`src/common/expander_pkg.sv`:
```
// Constants and types shared by the I/O expander design
package expander_pkg;

  // Pin count and bank layout
  localparam int unsigned PIN_COUNT  = 24;
  localparam int unsigned BANK_WIDTH = 8;

  // Upper six address bits; the address-select pin supplies bit 0
  localparam logic [5:0] TARGET_ADDR_HI = 6'h11;

  // Command byte fields: auto-increment flag, register kind, bank
  localparam int unsigned CMD_AUTOINC_BIT = 7;
  localparam int unsigned CMD_KIND_LSB    = 2;
  localparam int unsigned CMD_BANK_LSB    = 0;

  // Register kinds and the last bank code carried in the command byte
  localparam logic [1:0] KIND_INPUT    = 2'h0;
  localparam logic [1:0] KIND_OUTPUT   = 2'h1;
  localparam logic [1:0] KIND_POLARITY = 2'h2;
  localparam logic [1:0] KIND_CONFIG   = 2'h3;
  localparam logic [1:0] BANK_LAST     = 2'h2;

  // Register reset values
  localparam logic [23:0] RST_OUTPUT   = 24'hff_ffff;
  localparam logic [23:0] RST_POLARITY = 24'h00_0000;
  localparam logic [23:0] RST_CONFIG   = 24'hff_ffff;
  localparam logic [23:0] RST_INPUT    = 24'h00_0000;
  localparam logic [7:0]  RST_CMD      = 8'h00;

  // Two-wire target states
  typedef enum logic [2:0] {
    LINK_IDLE,
    LINK_ADDR,
    LINK_ACK_ADDR,
    LINK_WRITE,
    LINK_ACK_WRITE,
    LINK_READ,
    LINK_READ_ACK
  } link_state_t;

endpackage

```
`src/rtl/two_wire_target.sv`:
```
// Two-wire bus target: byte framing, address match, acknowledge
`timescale 1ns/1ps
module two_wire_target
  import expander_pkg::*;
(
  input  wire logic       clk,        // System clock
  input  wire logic       reset_n,    // Synchronous reset, active low
  input  wire logic       scl_in,     // Bus clock line level
  input  wire logic       sda_in,     // Bus data line level
  input  wire logic [6:0] dev_addr,   // Own bus address
  input  wire logic [7:0] rd_data,    // Byte to send on the next read
  output logic            sda_out,    // Data line drive value (always low)
  output logic            sda_oe,     // High while pulling data line low
  output logic            start_seen, // Pulse on start or repeated start
  output logic            wr_valid,   // Pulse with a received data byte
  output logic [7:0]      wr_data,    // Received data byte
  output logic            rd_req      // Pulse when rd_data is taken
);

  typedef struct packed {
    logic [1:0]  scl_sync;
    logic [1:0]  sda_sync;
    logic        scl_prev;
    logic        sda_prev;
    link_state_t st;
    logic [3:0]  cnt;
    logic [7:0]  sr;
    logic        rw;
    logic        nack;
    logic        sda_oe;
    logic        start_p;
    logic        wr_p;
    logic        rd_p;
  } link_t;

  link_t s_q, s_d;
  logic  scl_rise, scl_fall, bus_start, bus_stop;

  // Edges and bus conditions from the second synchroniser stage only
  assign scl_rise  = s_q.scl_sync[1] & ~s_q.scl_prev;
  assign scl_fall  = ~s_q.scl_sync[1] & s_q.scl_prev;
  assign bus_start = s_q.scl_sync[1] & s_q.scl_prev &
                     ~s_q.sda_sync[1] & s_q.sda_prev;
  assign bus_stop  = s_q.scl_sync[1] & s_q.scl_prev &
                     s_q.sda_sync[1] & ~s_q.sda_prev;

  // Next-state logic; the target never starts a transfer itself
  always_comb begin
    s_d          = s_q;
    s_d.scl_sync = {s_q.scl_sync[0], scl_in};
    s_d.sda_sync = {s_q.sda_sync[0], sda_in};
    s_d.scl_prev = s_q.scl_sync[1];
    s_d.sda_prev = s_q.sda_sync[1];
    s_d.start_p  = 1'b0;
    s_d.wr_p     = 1'b0;
    s_d.rd_p     = 1'b0;
    if (bus_start) begin
      s_d.st      = LINK_ADDR;
      s_d.cnt     = 4'h0;
      s_d.sda_oe  = 1'b0;
      s_d.start_p = 1'b1;
    end else if (bus_stop) begin
      s_d.st     = LINK_IDLE;
      s_d.sda_oe = 1'b0;
    end else begin
      unique case (s_q.st)
        LINK_IDLE: begin
          s_d.sda_oe = 1'b0;
        end
        LINK_ADDR, LINK_WRITE: begin
          if (scl_rise) begin
            s_d.sr  = {s_q.sr[6:0], s_q.sda_sync[1]};
            s_d.cnt = s_q.cnt + 4'h1;
          end else if (scl_fall && s_q.cnt == 4'h8) begin
            if (s_q.st == LINK_WRITE) begin
              s_d.sda_oe = 1'b1;
              s_d.wr_p   = 1'b1;
              s_d.st     = LINK_ACK_WRITE;
            end else if (s_q.sr[7:1] == dev_addr) begin
              s_d.sda_oe = 1'b1;
              s_d.rw     = s_q.sr[0];
              s_d.st     = LINK_ACK_ADDR;
            end else begin
              s_d.st = LINK_IDLE;
            end
          end
        end
        LINK_ACK_ADDR, LINK_READ_ACK: begin
          if (scl_rise) begin
            s_d.nack = s_q.sda_sync[1];
          end else if (scl_fall) begin
            s_d.cnt = 4'h0;
            if (s_q.st == LINK_READ_ACK && s_q.nack) begin
              s_d.sda_oe = 1'b0;
              s_d.st     = LINK_IDLE;
            end else if (s_q.st == LINK_READ_ACK || s_q.rw) begin
              s_d.sr     = rd_data;
              s_d.sda_oe = ~rd_data[7];
              s_d.rd_p   = 1'b1;
              s_d.st     = LINK_READ;
            end else begin
              s_d.sda_oe = 1'b0;
              s_d.st     = LINK_WRITE;
            end
          end
        end
        LINK_ACK_WRITE: begin
          if (scl_fall) begin
            s_d.sda_oe = 1'b0;
            s_d.cnt    = 4'h0;
            s_d.st     = LINK_WRITE;
          end
        end
        LINK_READ: begin
          if (scl_fall) begin
            s_d.cnt = s_q.cnt + 4'h1;
            if (s_q.cnt == 4'h7) begin
              s_d.sda_oe = 1'b0;
              s_d.st     = LINK_READ_ACK;
            end else begin
              s_d.sr     = {s_q.sr[6:0], 1'b0};
              s_d.sda_oe = ~s_q.sr[6];
            end
          end
        end
        default: begin
          s_d.st     = LINK_IDLE;
          s_d.sda_oe = 1'b0;
        end
      endcase
    end
  end

  // State register; reset puts the bus side back to idle
  always_ff @(posedge clk) begin
    if (!reset_n) begin
      s_q <= '{scl_sync: 2'h3, sda_sync: 2'h3, scl_prev: 1'b1,
               sda_prev: 1'b1, st: LINK_IDLE, default: '0};
    end else begin
      s_q <= s_d;
    end
  end

  // Outputs straight from the state register
  assign sda_out    = 1'b0;
  assign sda_oe     = s_q.sda_oe;
  assign start_seen = s_q.start_p;
  assign wr_valid   = s_q.wr_p;
  assign wr_data    = s_q.sr;
  assign rd_req     = s_q.rd_p;

endmodule // two_wire_target

```
`src/rtl/io_expander.sv`:
```
// 24-pin I/O expander: register banks, pin drive, change interrupt
`timescale 1ns/1ps

// How it works
// - Four 24-bit register sets, each as three 8-bit banks, one bit per pin.
// - After reset every pin is an input with its driver switched off.
// - Each pin is driven when its configuration bit is 0, released at 1.
// - Input bits hold sampled pin levels; outputs follow output bits.
// - A set polarity bit makes the input bit read back inverted.
// - All four register sets can be read back over the bus.
// - Holding reset_n low restores defaults and idles the bus logic.
// - Interrupt is asserted while any input pin differs from its input bit.
// - The interrupt runs on its own, needing no bus polling.
// - The device is only a bus target and never starts a transfer.
// - The address-select pin picks one of two bus addresses.
module io_expander
  import expander_pkg::*;
#(
  parameter int unsigned PINS = PIN_COUNT // Port pin count
)(
  input  wire logic            clk,       // 25 MHz system clock
  input  wire logic            reset_n,   // Synchronous reset, active low
  input  wire logic            scl_in,    // Bus clock line level
  input  wire logic            sda_in,    // Bus data line level
  output logic                 sda_out,   // Data line drive value
  output logic                 sda_oe,    // High while pulling data low
  input  wire logic            addr_sel,  // Address-select pin level
  input  wire logic [PINS-1:0] port_in,   // Port pin levels
  output logic      [PINS-1:0] port_out,  // Port pin drive values
  output logic      [PINS-1:0] port_oe,   // High while a pin is driven
  output logic                 int_out,   // Interrupt line drive value
  output logic                 int_oe     // High while pulling irq low
);

  typedef struct packed {
    logic [PINS-1:0] sync1;    // First synchroniser stage
    logic [PINS-1:0] sync2;    // Second synchroniser stage
    logic [PINS-1:0] in_reg;   // Captured pin levels
    logic [PINS-1:0] out_reg;  // Output register
    logic [PINS-1:0] pol_reg;  // Polarity inversion register
    logic [PINS-1:0] cfg_reg;  // Configuration, 1 = input
    logic [PINS-1:0] drive;    // Registered pin enables
    logic [7:0]      cmd;      // Command byte / register pointer
    logic            first;    // Next written byte is a command
    logic            irq;      // Registered interrupt drive
  } regs_t;

  regs_t       s_q, s_d;
  logic [6:0]  dev_addr;
  logic [7:0]  rd_data;
  logic        start_seen;
  logic        wr_valid;
  logic [7:0]  wr_data;
  logic        rd_req;
  logic [1:0]  cmd_kind;
  logic [1:0]  cmd_bank;
  logic [PINS-1:0] reported;
  logic [PINS-1:0] diff;

  // Bus address from the fixed upper bits and the select pin
  assign dev_addr = {TARGET_ADDR_HI, addr_sel};

  // Command byte fields
  assign cmd_kind = s_q.cmd[CMD_KIND_LSB +: 2];
  assign cmd_bank = s_q.cmd[CMD_BANK_LSB +: 2];

  // Input bank reads report the synchronised pins through the polarity
  // register; the pin levels are captured into the input register on
  // rd_req, one clock after the byte is taken, so the two can differ
  assign reported = s_q.sync2 ^ s_q.pol_reg;

  // Change detect on synchronised levels of input pins only
  assign diff = (s_q.sync2 ^ s_q.in_reg) & s_q.cfg_reg;

  // Read data mux; bank codes above the last read as zero
  always_comb begin
    rd_data = 8'h00;
    if (cmd_bank <= BANK_LAST) begin
      unique case (cmd_kind)
        KIND_INPUT:    rd_data = reported[cmd_bank*BANK_WIDTH +: 8];
        KIND_OUTPUT:   rd_data = s_q.out_reg[cmd_bank*BANK_WIDTH +: 8];
        KIND_POLARITY: rd_data = s_q.pol_reg[cmd_bank*BANK_WIDTH +: 8];
        KIND_CONFIG:   rd_data = s_q.cfg_reg[cmd_bank*BANK_WIDTH +: 8];
      endcase
    end
  end

  // Bus target: the device only answers transfers it is addressed in
  two_wire_target u_link (
    .clk        (clk),
    .reset_n    (reset_n),
    .scl_in     (scl_in),
    .sda_in     (sda_in),
    .dev_addr   (dev_addr),
    .rd_data    (rd_data),
    .sda_out    (sda_out),
    .sda_oe     (sda_oe),
    .start_seen (start_seen),
    .wr_valid   (wr_valid),
    .wr_data    (wr_data),
    .rd_req     (rd_req)
  );

  // Register next state
  always_comb begin
    s_d       = s_q;
    s_d.sync1 = port_in;
    s_d.sync2 = s_q.sync1;
    if (start_seen) begin
      s_d.first = 1'b1;
    end
    // Write: first byte sets the pointer, later bytes load a bank
    if (wr_valid) begin
      if (s_q.first) begin
        s_d.cmd   = wr_data;
        s_d.first = 1'b0;
      end else if (cmd_bank <= BANK_LAST) begin
        unique case (cmd_kind)
          KIND_INPUT: ;
          KIND_OUTPUT:
            s_d.out_reg[cmd_bank*BANK_WIDTH +: 8] = wr_data;
          KIND_POLARITY:
            s_d.pol_reg[cmd_bank*BANK_WIDTH +: 8] = wr_data;
          KIND_CONFIG:
            s_d.cfg_reg[cmd_bank*BANK_WIDTH +: 8] = wr_data;
        endcase
      end
    end
    // Read of an input bank refreshes it from the pins
    if (rd_req && cmd_kind == KIND_INPUT && cmd_bank <= BANK_LAST) begin
      s_d.in_reg[cmd_bank*BANK_WIDTH +: 8] =
        s_q.sync2[cmd_bank*BANK_WIDTH +: 8];
    end
    // Pointer steps through the banks of one kind when enabled
    if (((wr_valid && !s_q.first) || rd_req) &&
        s_q.cmd[CMD_AUTOINC_BIT]) begin
      s_d.cmd[CMD_BANK_LSB +: 2] = (cmd_bank >= BANK_LAST) ? 2'h0 :
                                   cmd_bank + 2'h1;
    end
    // Pin enables derive from the settled registers, the interrupt from the current ones
    s_d.drive = ~s_d.cfg_reg;
    s_d.irq   = |diff;
  end

  // State register and reset defaults
  always_ff @(posedge clk) begin
    if (!reset_n) begin
      s_q <= '{sync1:   '0,
               sync2:   '0,
               in_reg:  RST_INPUT,
               out_reg: RST_OUTPUT,
               pol_reg: RST_POLARITY,
               cfg_reg: RST_CONFIG,
               drive:   '0,
               cmd:     RST_CMD,
               first:   1'b1,
               irq:     1'b0};
    end else begin
      s_q <= s_d;
    end
  end

  // Outputs straight from registers
  assign port_out = s_q.out_reg;
  assign port_oe  = s_q.drive;
  assign int_out  = 1'b0;
  assign int_oe   = s_q.irq;

endmodule // io_expander

```
`config.mk`:
```
export PLATFORM = sky130hd
export DESIGN_NAME = io_expander
export DESIGN_NICKNAME = d
export VERILOG_FILES = /design/src/common/expander_pkg.sv /design/src/rtl/two_wire_target.sv /design/src/rtl/io_expander.sv
export SDC_FILE = /design/constraint.sdc
export NUM_CORES = 1
export LEC_CHECK = 0
export ABC_AREA = 1
export BUFFER_PORTS_ARGS = -buffer_cell sky130_fd_sc_hd__buf_4
export CAP_MARGIN = 20
export CORE_ASPECT_RATIO = 1.1
export CORE_MARGIN = 1.5
export CORE_UTILIZATION = 54
export DETAILED_ROUTE_END_ITERATION = 8
export PLACE_DENSITY = 0.87
export SLEW_MARGIN = 25
export SYNTH_ARGS = -nofsm -noshare
export SYNTH_HDL_FRONTEND = slang
export SYNTH_SLANG_ARGS = --single-unit
```
`constraint.sdc`:
```
create_clock -name clk -period 2.1 [get_ports clk]
set_clock_uncertainty 0.05 [all_clocks]
set_input_delay 0.105 -clock clk [delete_from_list [all_inputs] [get_ports clk]]
set_output_delay 0.105 -clock clk [all_outputs]
set_load 0.05 [all_outputs]
```
# Yosys cells after proc, flatten, opt, wreduce, memory -nomap -nowiden
# Index checks and enable logic that the tools add are counted.
[word_totals]
regBits = 205
input_bits = 29
[classes]
n_addsub = 3
order_cmp = 2
n_eq_ne = 32
n_shift = 8
mux = 58
bitwise = 28
reduce_logical = 33
[op_table]
columns = ["operator", "n"]
rows = [
  ["indexed part select 24 x 6 -> 8 bit", 5],
  ["bitwise mux 24 bit", 4],
  ["two-way mux 24 bit", 4],
  ["indexed part select 8 x 34 -> 24 bit", 2],
  ["XOR 24 bit", 2],
  ["two-way mux 15 bit", 3],
  ["negation 5 -> 34 bit", 1],
  ["variable shift 8 x 34 -> 24 bit (first input constant)", 1],
  ["two-way mux 8 bit", 4],
  ["one-hot mux 8 bit (4 select lines)", 1],
  ["AND 24 bit", 1],
  ["two-way mux 3 bit", 8],
  ["inverter 24 bit", 1],
  ["one-hot mux 8 bit (3 select lines)", 1],
  ["OR reduction 24 bit", 1],
  ["two-way mux 1 bit", 23],
  ["AND reduction 7 bit", 3],
  ["inequality test 4 x 1 -> 1 bit (second input constant)", 5],
  ["inverter 1 bit", 17],
  ["one-hot mux 4 bit (4 select lines)", 1],
  ["AND reduction 8 bit", 2],
  ["one-hot mux 3 bit (5 select lines)", 1],
  ["two-way mux 14 bit", 1],
  ["inequality test 2 x 1 -> 1 bit (second input constant)", 7],
  ["36 further kinds", 65],
]

# Logic depth before layout (Yosys ltp)
[depth]
depth_word = 11
depth_mapped = 13

# Cells and area by module
# Synthesis repeated with hierarchy kept, for this count alone.
[hier_totals]
cells_unflattened = 1433
area_unflattened_um2 = 9859.5
[modules_own_cells]
columns = ["mod", "instances", "cells_each", "area_each_um2", "seq_area_each_um2"]
rows = [
  ["io_expander", 1, 1180, 8206.6, 3503.4],
  ["two_wire_target", 1, 253, 1652.8, 540.5],
]

# Worst setup path after synthesis
# OpenSTA, ideal clock, no wires.
[synth_timing]
kind = "register -> register"
from = "register s_q, in the netlist cmd_bank[0]"
to = "register s_q, in the netlist port_out[1]"
setup_time_ns = 0.134
arrival_time_ns = 2.086
required_time_ns = 1.916
setup_slack_ns = -0.170
path_stages_with_launch = 11
n_path_buf = 3
synth_period_minus_slack_ns = 2.270
path_cell_list = "dfxtp_1 > buf_2 > inv_1 > buf_1 > ha_1 > clkinv_1 > clkbuf_1 > nor2_2 > inv_1 > nand2_1 > nand3_1"
[synth_between]
elab_chain_len = 3
elab_cells_between_ends = 6
cone_classes = "1 x add/sub; 1 x order compare; 2 x shift; 1 x mux; 1 x reduce/logical"
[synth_lines]
columns = ["item", "line_no", "text"]
rows = [
  ["start, declared", "io_expander.sv:48", "regs_t s_q, s_d;"],
  ["start signal, assigned", "io_expander.sv:148", "s_q <= '{sync1: '0,"],
  ["negation 5 -> 34 bit", "io_expander.sv:121", "s_d.out_reg[cmd_bank*BANK_WIDTH +: 8] = wr_data;"],
  ["indexed part select 8 x 34 -> 24 bit / variable shift 8 x 34 -> 24 bit (equally long branches)", "io_expander.sv:121", ""],
  ["bitwise mux 24 bit", "io_expander.sv:121", ""],
]
# Several ways; a longest one is shown, not always the timed one.
# A chain may end at the register's enable or synchronous reset.

# Final worst setup path
[layout_timing]
from = "register s_q, in the netlist cmd_kind[0]"
to = "register u_link.s_q, in the netlist u_link.sda_oe"
[layout_between]
elab_chain_len = 9
elab_cells_between_ends = 12
cone_classes = "3 x eq/ne; 7 x mux; 1 x bitwise; 1 x reduce/logical"
[layout_lines]
columns = ["item", "line_no", "text"]
rows = [
  ["equality test 2 bit, or another cell as far along", "io_expander.sv:79", "unique case (cmd_kind)"],
  ["one-hot mux 8 bit (4 select lines) (*)", "io_expander.sv:79", ""],
  ["two-way mux 8 bit (*)", "io_expander.sv:78", "if (cmd_bank <= BANK_LAST) begin"],
  ["inverter 1 bit (*)", "two_wire_target.sv:98", "s_d.sda_oe = ~rd_data[7];"],
  ["two-way mux 1 bit (*)", "two_wire_target.sv:96", "end else if (s_q.st == LINK_READ_ACK || s_q.rw) begin"],
  ["two-way mux 1 bit (*)", "two_wire_target.sv:93", "if (s_q.st == LINK_READ_ACK && s_q.nack) begin"],
  ["two-way mux 1 bit (*)", "two_wire_target.sv:91", "end else if (scl_fall) begin"],
  ["two-way mux 1 bit (*)", "two_wire_target.sv:89", "if (scl_rise) begin"],
  ["one-hot mux 1 bit (4 select lines) (*)", "two_wire_target.sv:66", "unique case (s_q.st)"],
  ["end signal, assigned", "two_wire_target.sv:137", "s_q <= '{scl_sync: 2'h3, sda_sync: 2'h3, scl_prev: 1'b1,"],
  ["end, declared", "two_wire_target.sv:36", "link_t s_q, s_d;"],
]
# Every way passes the cells marked *; elsewhere a longest branch is shown, timed or not. The select of a mux whose other input is x is not followed.

==> insert_results.sql <==
INSERT INTO impl_metrics (metric_group, metric, value, unit) VALUES
('drt', 'drtPass1Iterations', '5', ''),
('pwr', 'worst_ir_drop_vdd', '0.5323', 'mV'),
('drt', 'routed_wl', '26650', 'um'),
('pwr', 'power_frac_comb', '0.063', ''),
('global_route', 'gr-usage-all-layers', '0.2982', ''),
('clock_network', 'cts_buffers', '21', ''),
('global_route', 'antenna_found_initial', '0', ''),
('timing', 'setup_ws', '0.08409', 'ns'),
('pwr', 'cellInternalPower', '6.497', 'mW'),
('critical_path', 'worst_r2r_path_depth', '11', ''),
('finish', 'flow.area_growth_from_synthesis', '17.19', '%'),
('pwr', 'leakage', '4.847', 'nW'),
('drt', 'wl_per_cell', '16.50', 'um'),
('timing', 'setup_viol', '0', ''),
('critical_path', 'timing.critical_path.from', 'cmd_kind[0]', ''),
('timing', 'timing.hold.ws', '0.09836', 'ns'),
('logic_synthesis', 'yosys_warnings', '0', ''),
('global_route', 'overflow', '0', ''),
('finish', 'final_core_util', '0.6421', ''),
('pwr', 'power.share.switching', '0.2273', ''),
('global_route', 'global_route_wire_length_before_repair', '42330', 'um'),
('drt', 'vias_per_cell', '5.393', ''),
('timing', 'tns', '0', 'ns'),
('place', 'pre_cts_ws', '-0.008926', 'ns'),
('timing', 'worstMarginPinSlew', '0.8007', 'ns'),
('critical_path', 'setup_crit_end_kind', 'register', ''),
('critical_path', 'crit_path_frequent_cell', 'nand2_1', ''),
('critical_path', 'critical_path.cell_chain', 'nand2_2, inv_1, nand2_1, nand3_1, nand2_1, nand2_1, nand2_1, o21bai_1, nand2_1, nand2_1, a21oi_1', ''),
('place', 'place.gp.congestion', '0.9872', ''),
('place', 'buffer_ports.inserted', '78', ''),
('pwr', 'power.share.clock', '0.464', ''),
('timing', 'timing.final.crit_share', '0.9600', ''),
('timing', 'rsz0062_at_grt', 'yes', ''),
('critical_path', 'crit_path_max_fanout', '11', ''),
('timing', 'hold_violations', '0', ''),
('critical_path', 'path_class', 'register to register', ''),
('flow_run', 'max-cap-violations', '0', ''),
('timing', 'timing.final.crit_period', '2.016', 'ns'),
('clock_network', 'clock_sink_count', '202', ''),
('logic_synthesis', 'synth_cell_types', '44', ''),
('global_route', 'pin_count_of_the_biggest_net_entering_global_routing', '85', ''),
('drt', 'drc', '0', ''),
('logic_synthesis', 'sequential_area_share_after_synthesis', '0.4353', ''),
('timing', 'drv_slew', '0', ''),
('critical_path', 'crit_slowest_cell', 'dfxtp_1', ''),
('critical_path', 'crit-reg2reg-capture', 'u_link.sda_oe', ''),
('clock_network', 'cts.path.max_buffers', '3', ''),
('floorplanning', 'core_area', '16950', 'um^2'),
('logic_synthesis', 'ys_seq_elements', '202', ''),
('drt', 'vias_after_detailed_routing', '8709', ''),
('global_route', 'via_count_of_the_first_global_routing_pass', '8053', ''),
('finish', 'num-nets-final', '1403', ''),
('status', 'status', 'finished clean', ''),
('pwr', 'seqPwrFrac', '0.473', ''),
('clock_network', 'clk_pin_slew_worst_paths', '0.06', 'ns'),
('pwr', 'power_per_unit_of_standard_cell_area', '772.3', 'nW/um^2'),
('floorplanning', 'floorplan.io_pins', '81', ''),
('critical_path', 'critPathCapture', 'u_link.sda_oe', ''),
('critical_path', 'setup.reg_to_reg.worst_slack', '0.08', 'ns'),
('critical_path', 'kind_of_start_point_of_the_critical_path', 'register', ''),
('drt', 'postRouteAntennaNets', '0', ''),
('logic_synthesis', 'syn_avg_cell_area', '7.168', 'um^2'),
('timing', 'timing.max_slew.rel_slack', '0.4662', ''),
('min_path', 'min-delay-path-class', 'input pin to register', ''),
('clock_network', 'library_cell_used_as_clock_root_buffer', 'clkbuf_16', ''),
('logic_synthesis', 'netlist_area', '9290', 'um^2'),
('floorplanning', 'placementRows', '50', ''),
('logic_synthesis', 'postSynthCellCount', '1296', ''),
('floorplanning', 'die_w', '128.1', 'um'),
('pwr', 'switchingPower', '1.911', 'mW'),
('clock_network', 'cts_tree', 'yes', ''),
('finish', 'drive_gt1_frac', '0.1427', ''),
('floorplanning', 'die_height', '140.6', 'um'),
('floorplanning', 'starting_utilization_of_the_core_area', '0.5480', ''),
('drt', 'drtIter0Drc', '934', ''),
('critical_path', 'critPathRequiredTime', '2.43', 'ns'),
('clock_network', 'cts_htree_levels', '1', ''),
('place', 'dp.final_hpwl', '19050', 'um'),
('floorplanning', 'fp.dieArea', '18000', 'um^2'),
('critical_path', 'regToRegStartpoint', 'cmd_kind[0]', ''),
('finish', 'diodes', '0', ''),
('timing', 'max_clock_freq', '496.1', 'MHz'),
('critical_path', 'cp.arrival', '2.35', 'ns'),
('clock_network', 'clk_latency', '0.50', 'ns'),
('critical_path', 'slowest_stage_delay_cp', '0.44', 'ns');
per-layer routing:
| layer | wire (um) | up-vias | global-route usage |
|---|---|---|---|
| met5 | 0 | - | 0.01681 |
| met3 | 2644 | 79 | 0.04316 |
| met1 | 10730 | 3914 | 0.4057 |
| li1 | - | 4233 | - |
| met4 | 1321 | 0 | 0.1484 |
| met2 | 11960 | 483 | 0.4610 |
cells in the final DEF, fill, tap and decap left out, drive strengths merged, types with 19 or more instances in the layout:
master	Yosys	routed
a21oi	116	116
buf	70	114
clkbuf	23	28
dfxtp	202	202
dlygate4sd3	0	27
inv	198	200
nand2	280	280
nand3	55	55
nor2	127	127
nor3	24	24
o211ai	19	19
o21ai	115	115
synth_stat cells, drive strengths merged:
master   count  area (um^2)
o21ai      115        586.8
nand3       55        275.3
nor2       127        553.0
or2          8        50.05
a21boi       3        22.52
clkbuf      23        86.33
nor3b        4        40.03
nor3        24        135.1
clkinv       3        11.26
a21o         2        15.01
nand4        2        12.51
o21bai       2        18.77
o221ai      16        140.1
conb         1        3.750
nor4         1        6.260
inv        198        743.2
ha           6        75.07
a21oi      116        591.8
nand2      280         1064
dfxtp      202         4044
a221oi       4        35.03
xnor2        6        52.55
o2111ai      3        43.80
o21a         4        30.03
o211ai      19        142.6
xor2         2        17.52
buf         70        494.2
worst min-delay path by stage:
stage,from,to,slack [ns],cells past startpoint
5_1_grt,addr_sel,u_link.s_q[5],0.13,6
6_report,addr_sel,u_link.s_q[5],0.1,6
2_1_floorplan,port_in[0],s_d[130],0.15,2
4_1_cts,addr_sel,u_link.s_q[5],0.09,6
3_3_place_gp,port_in[19],s_d[149],0.23,3
3_5_place_dp,port_in[18],s_d[148],0.24,3
area by class of cell:
type / count / area [um^2]
multi-input combinational: 801 / 3935
clock buffer: 28 / 561.8
inverter: 201 / 762.0
clock inverter: 8 / 152.6
fill: 1462 / 6067
tap: 234 / 292.8
timing repair buffer: 141 / 1139
sequential: 202 / 4044
metrics by stage:
step,instances,power [mW],area (um^2)
final,1615,8.408,10890
after global routing,1615,8.670,10890
after CTS,1615,8.406,10870
after detailed placement,1552,4.529,9879
after global placement,1552,4.516,9879
after floorplan,1297,4.365,9300
critical path: cells and delay by family, from the launching register on:
family,cells,cell delay [ns]
AO/OA/AOI/OAI,2,0.26
AND/OR/NAND/NOR,8,0.90
flip-flops,1,0.44
buffers and inverters,1,0.25
cells by family after synthesis:
kind of cell,synth area share
flip-flops,0.4353
AND/OR/NAND/NOR,0.2299
buffers and inverters,0.1437
other,0.0004037
AO/OA/AOI/OAI,0.1751
XOR/XNOR,0.007542
adder cells (fa/ha/maj),0.008081
power by group through the flow:
stage	logic, mW	clock network, mW	registers (mW)
floorplan	0.322	0	4.04
global placement	0.463	0	4.05
detailed placement	0.473	0	4.06
CTS	0.518	3.92	3.97
global route	0.589	4.10	3.98
finish	0.530	3.90	3.97
sequential cells by signal, summed over array words and instances, names as in the netlist:
name / flops
cmd_kind: 2
cmd_bank: 2
u_link.start_seen: 1
u_link.rd_req: 1
port_oe: 24
s_q: 98
u_link.wr_data: 8
s_d: 24
u_link.sda_oe: 1
u_link.wr_valid: 1
port_out: 24
int_oe: 1
u_link.s_q: 11
u_link.s_d: 4
timing repair:
action                                  CTS  global route
endpoints found under the hold margin    27             0
setup buffers                             0             0
hold buffers                             27             0
pin swaps                                 0             0
endpoints found under the setup margin    3            37
gates resized for setup                   1             7
No activity file was read; power rests on OpenSTA's default activity.
